### src/pkg/mmc_regs.vh
`ifndef MMC_REGS_VH
`define MMC_REGS_VH

// ****************************************************************
// Clock and timing
// ****************************************************************
`define MMC_CLK_MHZ      20
`define MMC_RST_MIN_NS   10000
`define MMC_INIT_US      2000
`define MMC_RST_MIN_CYC  ((`MMC_RST_MIN_NS * `MMC_CLK_MHZ + 999) / 1000)
`define MMC_INIT_CYC     (`MMC_INIT_US * `MMC_CLK_MHZ)

// ****************************************************************
// Two-wire bus address and management byte map
// ****************************************************************
`define MMC_DEV_ADDR     7'h50
`define MMC_OFS_STATUS   8'h00
`define MMC_OFS_CTRL     8'h01
`define MMC_ST_RSTDONE   0
`define MMC_ST_FAULT     1
`define MMC_CT_LP        0
`define MMC_CTRL_RST     8'h00

`endif

### src/rtl/mmc_sync.v
// ****************************************************************
// Two-flop synchroniser, resets to the idle (high) level
// ****************************************************************
module mmc_sync #(
	parameter W = 1
) (
	// Clock and control
	input  wire         i_clk,
	input  wire         i_rst,
	input  wire         i_ce,
	// Data
	input  wire [W-1:0] i_d,
	output wire [W-1:0] o_q
);
	reg [W-1:0] meta_ff;
	reg [W-1:0] sync_ff;

	always @(posedge i_clk) begin
		if (i_rst) begin
			meta_ff <= {W{1'b1}};
			sync_ff <= {W{1'b1}};
		end else if (i_ce) begin
			meta_ff <= i_d;
			sync_ff <= meta_ff;
		end
	end

	assign o_q = sync_ff;
endmodule

### src/rtl/mmc_ctrl.v
`include "mmc_regs.vh"

// Notes on behaviour
// - Serve two-wire bus only while selected low
// - Deselected: ignore bus, never ack or drive
// - Select input reads high only until first sampled after reset
// - Long reset-pin low restores default state
// - Reset-complete flag raised after power-up init
// - Low-power indication is active high
// - Open-drain interrupt pulled low on fault
// - Presence pin tied low inside module
// - Controller serves control and status bytes
module mmc_ctrl #(
	parameter RST_MIN_CYC = `MMC_RST_MIN_CYC,
	parameter INIT_CYC    = `MMC_INIT_CYC
) (
	// Clock, reset, enable
	input  wire i_clk,
	input  wire i_rst,
	input  wire i_ce,
	// Host control pins
	input  wire i_module_select_n,
	input  wire i_module_reset_n,
	// Two-wire bus
	input  wire i_scl,
	input  wire i_sda_in,
	output reg  o_sda_out,
	output reg  o_sda_oe,
	// Internal fault source
	input  wire i_fault,
	// Module status pins
	output reg  o_fault_irq_n_out,
	output reg  o_fault_irq_n_oe,
	output reg  o_low_power_ind,
	output reg  o_presence_n
);
	// ************************************************************
	// States
	// ************************************************************
	localparam [2:0] ST_IDLE  = 3'h0;
	localparam [2:0] ST_ADDR  = 3'h1;
	localparam [2:0] ST_ACK_A = 3'h2;
	localparam [2:0] ST_WR    = 3'h3;
	localparam [2:0] ST_ACK_W = 3'h4;
	localparam [2:0] ST_RD    = 3'h5;
	localparam [2:0] ST_ACK_R = 3'h6;

	// ************************************************************
	// Pin synchronisers
	// ************************************************************
	wire sel_n_s;
	wire rstp_n_s;
	wire scl_s;
	wire sda_s;

	// Reset value high keeps select deselected until the pin is sampled
	mmc_sync #(.W(4)) u_sync (
		.i_clk (i_clk),
		.i_rst (i_rst),
		.i_ce  (i_ce),
		.i_d   ({i_module_select_n, i_module_reset_n, i_scl, i_sda_in}),
		.o_q   ({sel_n_s, rstp_n_s, scl_s, sda_s})
	);

	// ************************************************************
	// Reset pin filter and initialisation timer
	// ************************************************************
	reg  [15:0] rlow_cnt_ff;
	reg         mod_rst_ff;
	reg  [15:0] init_cnt_ff;
	reg         init_busy_ff;
	wire        init_done;
	always @(posedge i_clk) begin
		if (i_rst) begin
			rlow_cnt_ff <= 16'h0000;
			mod_rst_ff  <= 1'b0;
		end else if (i_ce) begin
			if (rstp_n_s) begin
				rlow_cnt_ff <= 16'h0000;
				mod_rst_ff  <= 1'b0;
			end else if (rlow_cnt_ff == RST_MIN_CYC[15:0] - 16'h0001) begin
				mod_rst_ff  <= 1'b1;
			end else begin
				rlow_cnt_ff <= rlow_cnt_ff + 16'h0001;
			end
		end
	end
	// Runs after power-up too, so hot insertion also reports done
	always @(posedge i_clk) begin
		if (i_rst) begin
			init_cnt_ff  <= 16'h0000;
			init_busy_ff <= 1'b1;
		end else if (i_ce) begin
			if (mod_rst_ff) begin
				init_cnt_ff  <= 16'h0000;
				init_busy_ff <= 1'b1;
			end else if (init_busy_ff) begin
				if (init_cnt_ff == INIT_CYC[15:0] - 16'h0001)
					init_busy_ff <= 1'b0;
				else
					init_cnt_ff <= init_cnt_ff + 16'h0001;
			end
		end
	end
	assign init_done = init_busy_ff && !mod_rst_ff &&
		(init_cnt_ff == INIT_CYC[15:0] - 16'h0001);

	// ************************************************************
	// Bus edge detection
	// ************************************************************
	reg  scl_d_ff;
	reg  sda_d_ff;
	wire scl_rise;
	wire scl_fall;
	wire bus_start;
	wire bus_stop;
	always @(posedge i_clk) begin
		if (i_rst) begin
			scl_d_ff <= 1'b1;
			sda_d_ff <= 1'b1;
		end else if (i_ce) begin
			scl_d_ff <= scl_s;
			sda_d_ff <= sda_s;
		end
	end
	assign scl_rise  = scl_s && !scl_d_ff;
	assign scl_fall  = !scl_s && scl_d_ff;
	assign bus_start = scl_s && scl_d_ff && !sda_s && sda_d_ff;
	assign bus_stop  = scl_s && scl_d_ff && sda_s && !sda_d_ff;

	// ************************************************************
	// Two-wire slave engine
	// ************************************************************
	reg  [2:0] st_ff;
	reg  [3:0] bit_cnt_ff;
	reg  [7:0] sh_ff;
	reg  [7:0] ptr_ff;
	reg        rw_ff;
	reg        first_ff;
	reg        mack_ff;
	reg        lp_ff;
	reg        st_fault_ff;
	reg        st_done_ff;
	reg  [7:0] rd_byte;
	reg        rd_clr;
	reg        lp_wr;
	reg        lp_val;
	localparam [7:0] CTRL_RST = `MMC_CTRL_RST;
	always @* begin
		rd_byte = 8'h00;
		case (ptr_ff)
		`MMC_OFS_STATUS: begin
			rd_byte[`MMC_ST_RSTDONE] = st_done_ff;
			rd_byte[`MMC_ST_FAULT]   = st_fault_ff;
		end
		`MMC_OFS_CTRL: rd_byte[`MMC_CT_LP] = lp_ff;
		default: rd_byte = 8'h00;
		endcase
	end
	// Strobes move only with the enable, so a pulse survives a stall
	always @(posedge i_clk) begin
		if (i_rst || mod_rst_ff) begin
			rd_clr     <= 1'b0;
			lp_wr      <= 1'b0;
			st_ff      <= ST_IDLE;
			bit_cnt_ff <= 4'h0;
			sh_ff      <= 8'h00;
			ptr_ff     <= 8'h00;
			rw_ff      <= 1'b0;
			first_ff   <= 1'b0;
			mack_ff    <= 1'b0;
			o_sda_out  <= 1'b0;
			o_sda_oe   <= 1'b0;
		end else if (i_ce) begin
			rd_clr <= 1'b0;
			lp_wr  <= 1'b0;
			if (sel_n_s || init_busy_ff) begin
				st_ff    <= ST_IDLE;
				o_sda_oe <= 1'b0;
			end else if (bus_start) begin
				st_ff      <= ST_ADDR;
				bit_cnt_ff <= 4'h0;
				o_sda_oe   <= 1'b0;
			end else if (bus_stop) begin
				st_ff    <= ST_IDLE;
				o_sda_oe <= 1'b0;
			end else begin
				case (st_ff)
				ST_ADDR, ST_WR: begin
					if (scl_rise) begin
						sh_ff      <= {sh_ff[6:0], sda_s};
						bit_cnt_ff <= bit_cnt_ff + 4'h1;
					end else if (scl_fall && bit_cnt_ff == 4'h8) begin
						bit_cnt_ff <= 4'h0;
						if (st_ff == ST_ADDR) begin
							if (sh_ff[7:1] == `MMC_DEV_ADDR) begin
								rw_ff    <= sh_ff[0];
								o_sda_oe <= 1'b1;
								st_ff    <= ST_ACK_A;
							end else begin
								st_ff <= ST_IDLE;
							end
						end else begin
							o_sda_oe <= 1'b1;
							st_ff    <= ST_ACK_W;
							first_ff <= 1'b0;
							if (first_ff) begin
								ptr_ff <= sh_ff;
							end else begin
								ptr_ff <= ptr_ff + 8'h01;
								if (ptr_ff == `MMC_OFS_CTRL) begin
									lp_wr  <= 1'b1;
									lp_val <= sh_ff[`MMC_CT_LP];
								end
							end
						end
					end
				end
				ST_ACK_A, ST_ACK_R: begin
					if (scl_rise)
						mack_ff <= !sda_s;
					if (scl_fall) begin
						bit_cnt_ff <= 4'h0;
						if (st_ff == ST_ACK_A && !rw_ff) begin
							o_sda_oe <= 1'b0;
							first_ff <= 1'b1;
							st_ff    <= ST_WR;
						end else if (st_ff == ST_ACK_A || mack_ff) begin
							sh_ff    <= rd_byte;
							o_sda_oe <= !rd_byte[7];
							ptr_ff   <= ptr_ff + 8'h01;
							rd_clr   <= (ptr_ff == `MMC_OFS_STATUS);
							st_ff    <= ST_RD;
						end else begin
							o_sda_oe <= 1'b0;
							st_ff    <= ST_IDLE;
						end
					end
				end
				ST_ACK_W: begin
					if (scl_fall) begin
						o_sda_oe <= 1'b0;
						st_ff    <= ST_WR;
					end
				end
				ST_RD: begin
					if (scl_rise) begin
						bit_cnt_ff <= bit_cnt_ff + 4'h1;
					end else if (scl_fall) begin
						if (bit_cnt_ff == 4'h8) begin
							o_sda_oe <= 1'b0;
							st_ff    <= ST_ACK_R;
						end else begin
							sh_ff    <= {sh_ff[6:0], 1'b0};
							o_sda_oe <= !sh_ff[6];
						end
					end
				end
				default: begin
					o_sda_oe <= 1'b0;
				end
				endcase
			end
		end
	end

	// ************************************************************
	// Status, control and pin outputs
	// ************************************************************
	always @(posedge i_clk) begin
		if (i_rst || mod_rst_ff) begin
			st_fault_ff <= 1'b0;
			st_done_ff  <= 1'b0;
			lp_ff       <= CTRL_RST[`MMC_CT_LP];
		end else if (i_ce) begin
			// A new event in the clearing cycle survives
			st_fault_ff <= i_fault || (st_fault_ff && !rd_clr);
			st_done_ff  <= init_done || (st_done_ff && !rd_clr);
			if (lp_wr)
				lp_ff <= lp_val;
		end
	end
	always @(posedge i_clk) begin
		o_fault_irq_n_out <= 1'b0;
		o_presence_n      <= 1'b0;
		if (i_rst) begin
			o_fault_irq_n_oe  <= 1'b0;
			o_low_power_ind   <= 1'b0;
		end else if (i_ce) begin
			o_fault_irq_n_oe  <= st_fault_ff || st_done_ff;
			o_low_power_ind   <= lp_ff;
		end
	end
endmodule

### config.mk
export PLATFORM = sky130hd
export DESIGN_NAME = mmc_ctrl
export DESIGN_NICKNAME = d
export VERILOG_FILES = /design/src/rtl/mmc_sync.v /design/src/rtl/mmc_ctrl.v
export VERILOG_INCLUDE_DIRS = /design/src /design/src/pkg
export SDC_FILE = /design/constraint.sdc
export NUM_CORES = 1
export LEC_CHECK = 0
export BUFFER_PORTS_ARGS = -buffer_cell sky130_fd_sc_hd__buf_4
export CAP_MARGIN = 20
export CORE_UTILIZATION = 27
export DETAILED_ROUTE_END_ITERATION = 8
export PLACE_DENSITY = 0.41
export SYNTH_ARGS = -nofsm -noshare
export SYNTH_HDL_FRONTEND = slang
export SYNTH_SLANG_ARGS = --single-unit
### constraint.sdc
create_clock -name i_clk -period 2.1 [get_ports i_clk]
set_input_delay 0.42 -clock i_clk [delete_from_list [all_inputs] [get_ports i_clk]]
set_output_delay 0.42 -clock i_clk [all_outputs]
set_load 0.02 [all_outputs]
==> results.md <==
- Most instantiated library cell after synthesis: dfxtp_1
- Slew HR: 0.641
- Top sig layer: met4
- Crit path kind: flip-flop to flip-flop
- Hold Vio Cnt, Final: 0
- Global-route wire length before repair: roughly 17 mm
- Fill cells: between 1500 and 2000
- Mux contribution to synthesized area: 0.0565
- Chip height: roughly 130 um
- Met2 wire length: around 4.8 mm
- Cells after DPL: about 730
- Final slew viol count: 0
- Worst min path class: input port to flip-flop
- Post-CTS sizing: 0
- Die X: 127 um
- Worst-Skew Late Latency: around 0.34 ns
- Worst slack, placed: about 0.2 ns
- Top cells by area, synth: dfxtp_1, nand2_1, mux2i_1
- Deepest clock path buffer count: 2
- Peak VDD IR: slightly below 0.0004 V
- Fin Setup TNS: 0 ns
- Final Non-Filler Cells: between 700 and 800
- Largest family of logic cells by synthesized area: simple AND/OR/NAND/NOR gates
- Area share of fa/ha/maj cells after synthesis: 0.0206
- Post-layout util: 0.322
- Compound-Gate Fraction of Synth Area: 0.157
- Crit end category: flip-flop
- Die ar.: roughly 16000 um^2
- Hold-fix buffers at CTS: 0
- Nets: ~550
- Vias post-DR: between 3000 and 4000
- Sequential fraction of the synthesis area: 0.374
- Xor/xnor share of the synthesized area: 0.0556
- Crit-path max FO: 13
- Starting Density: 0.279
- Critical Path AT: approximately 2.1 ns
- Worst-margin pin slew: between 0.5 and 0.6 ns
- Synth Warn #: 0
- Synth unique cells: a little under 70
- Outcome: finished clean
- Synth Area in Simple Gates: 0.288
- H-tree levels: 3
- LEAKAGE: ~1.8 nW
- Critical Path RT: 2.37 ns
- Max cap viols: 0
- Area delta synth->final: 15.5%
- Post-CTS setup buffer count: 0
- Sink Count: between 70 and 80
- Avg Cell Area, Syn: around 8.1 um^2
- Initial DRC count: ~170
- Startpoint Class: flip-flop
- Finished Cell Area: between 4000 and 5000 um^2
- Met3 WL: around 360 um
- Dpl hpwl: roughly 7.5 mm
- Post-synth EDFFs: 1
- CTS buffer count: 9
- CTS clk-pin slew, worst paths: about 0.060 ns
- Multi-input logic area: between 2000 and 2500 um^2
- Final Skew: around 0.0074 ns
- FMAX: around 550 MHz
- Cell Area, Synth: ~4300 um^2
- Post-synthesis cell count: between 500 and 600
- Synth area leader: dfxtp_1
- Commonest cells post-synth: dfxtp_1, nand2_1, nor2_1
- Antenna Cells: 0
- Cell row count: 45
- Post-DR wirelength/cell: about 14 um
- Fraction of registers with async set/reset: 0
- Gr ovfl total: 0
- Initial antenna violation count: 0
- Vias in the first global route: approximately 3600
- DRC violations left: 0
- Gr usage total: 0.136
- Routed WL: about 10 mm
- Final antenna-violating net count: 0
- Register area: roughly 1600 um^2
- I/O Buffers: 10
- Yosys top cell area share: 0.367
- Reg2Reg Setup Slack: 0.27 ns
- Minimum clock period: about 1.8 ns
- Post-route clock period utilization: 0.874
- Met1 wire length: between 5 and 6 mm
- Share of post-route cells with drive strength above 1: 0.100
- Pre-antenna DRT Iters: 4
- Core area: between 15000 and 20000 um^2
- Setup violators final: 0
- RSZ-0062 raised after global routing: false
- PD cells: between 600 and 700 nW/um^2
- Final Wtd Congestion: 0.784
- Clock root cell: clkbuf_16
- Synth Flop Type: dfxtp_1
- Post-Place Cell Area: roughly 4600 um^2
- Synth Register Bits: 79
- Top Ports: 14
- TritonCTS clock tree: built
- Largest net degree at the start of global routing: 18
- DR vias/cell: between 4 and 5
- Worst Slack Setup Final: roughly 0.27 ns
-- report_power, final --
| group | switching (mW) | internal, mW | total, mW |
|---|---|---|---|
| combinational | 0.0882 | 0.0540 | 0.142 |
| clock | 0.625 | 1.11 | 1.73 |
| sequential | 0.0176 | 1.52 | 1.54 |
| total | 0.731 | 2.68 | 3.41 |
-- metal layers --
metal	up-vias	global-route usage
li1	1878	-
met1	1771	0.165
met2	59	0.225
met3	12	0.0385
met4	0	0.0546
met5	-	0
-- cell families after synthesis --
| logic type | Yosys count |
|---|---|
| xor gates and xnor gates | 27 |
| buffers and inverters | 43 |
| AOI/OAI and AO/OA | 100 |
| muxes | 24 |
| other | 1 |
| DFF | 79 |
| adders and majority gates | 7 |
| and+or+nand+nor | 242 |
-- worst max-delay path, cell delays in order (launching register included) --
cell and delay, ns:
dfxtp_1 0.58, nand2b_1 0.19, o31a_1 0.27, a311o_1 0.37, o31ai_2 0.13, mux2i_1 0.23
-- worst paths after layout --
path,depth (start not counted),start,endpoint
max,5,st_ff[2]$_SDFFE_PP0P_,st_ff[1]$_SDFFE_PP0P_
min,3,i_module_reset_n,u_sync.meta_ff[2]$_SDFFE_PP1P_
max reg2reg,5,st_ff[2]$_SDFFE_PP0P_,st_ff[1]$_SDFFE_PP0P_
min reg2reg,2,u_sync.meta_ff[3]$_SDFFE_PP1P_,u_sync.o_q[3]$_SDFFE_PP1P_
-- placed cells by master (no fill, tap or decap), drive strengths merged, types with 3 or more instances in the layout --
cell type,n
a211oi,5
and4,5
xor2,19
nand2b,7
xnor2,8
ha,7
mux2i,24
nand4,9
clkbuf,13
nor4,4
o31ai,6
a22oi,4
buf,28
or3,6
and3,12
and2,5
o21ai,23
o211ai,12
o2111ai,3
conb,3
nor2,61
and3b,3
o22ai,5
nor3,12
nand2,71
nor3b,3
or2,3
a21oi,22
inv,12
nand3,27
dfxtp,78
nor4b,4
-- metrics by stage --
stage | hold slack, ns | total power, mW
after floorplan | 0.441 | 1.67
after global placement | 0.450 | 1.71
after detailed placement | 0.456 | 1.71
after CTS | 0.280 | 3.46
after global routing | 0.290 | 3.53
final | 0.297 | 3.41
-- area by class of cell --
type                       count  area share
clock buffer                  13      0.0530
sequential                    79       0.324
timing repair buffer          28      0.0428
inverter                      12     0.00918
multi-input combinational    403       0.504
clock inverter                 3      0.0133
tap                          211      0.0538
-- registers in the layout, summed over array words and instances (netlist names), 3 cells and up --
signal / cells
sh_ff: 8
init_cnt_ff: 16
bit_cnt_ff: 4
ptr_ff: 8
st_ff: 3
u_sync.meta_ff: 4
rlow_cnt_ff: 16
u_sync.o_q: 4
Power figures use the tool's default switching activity.
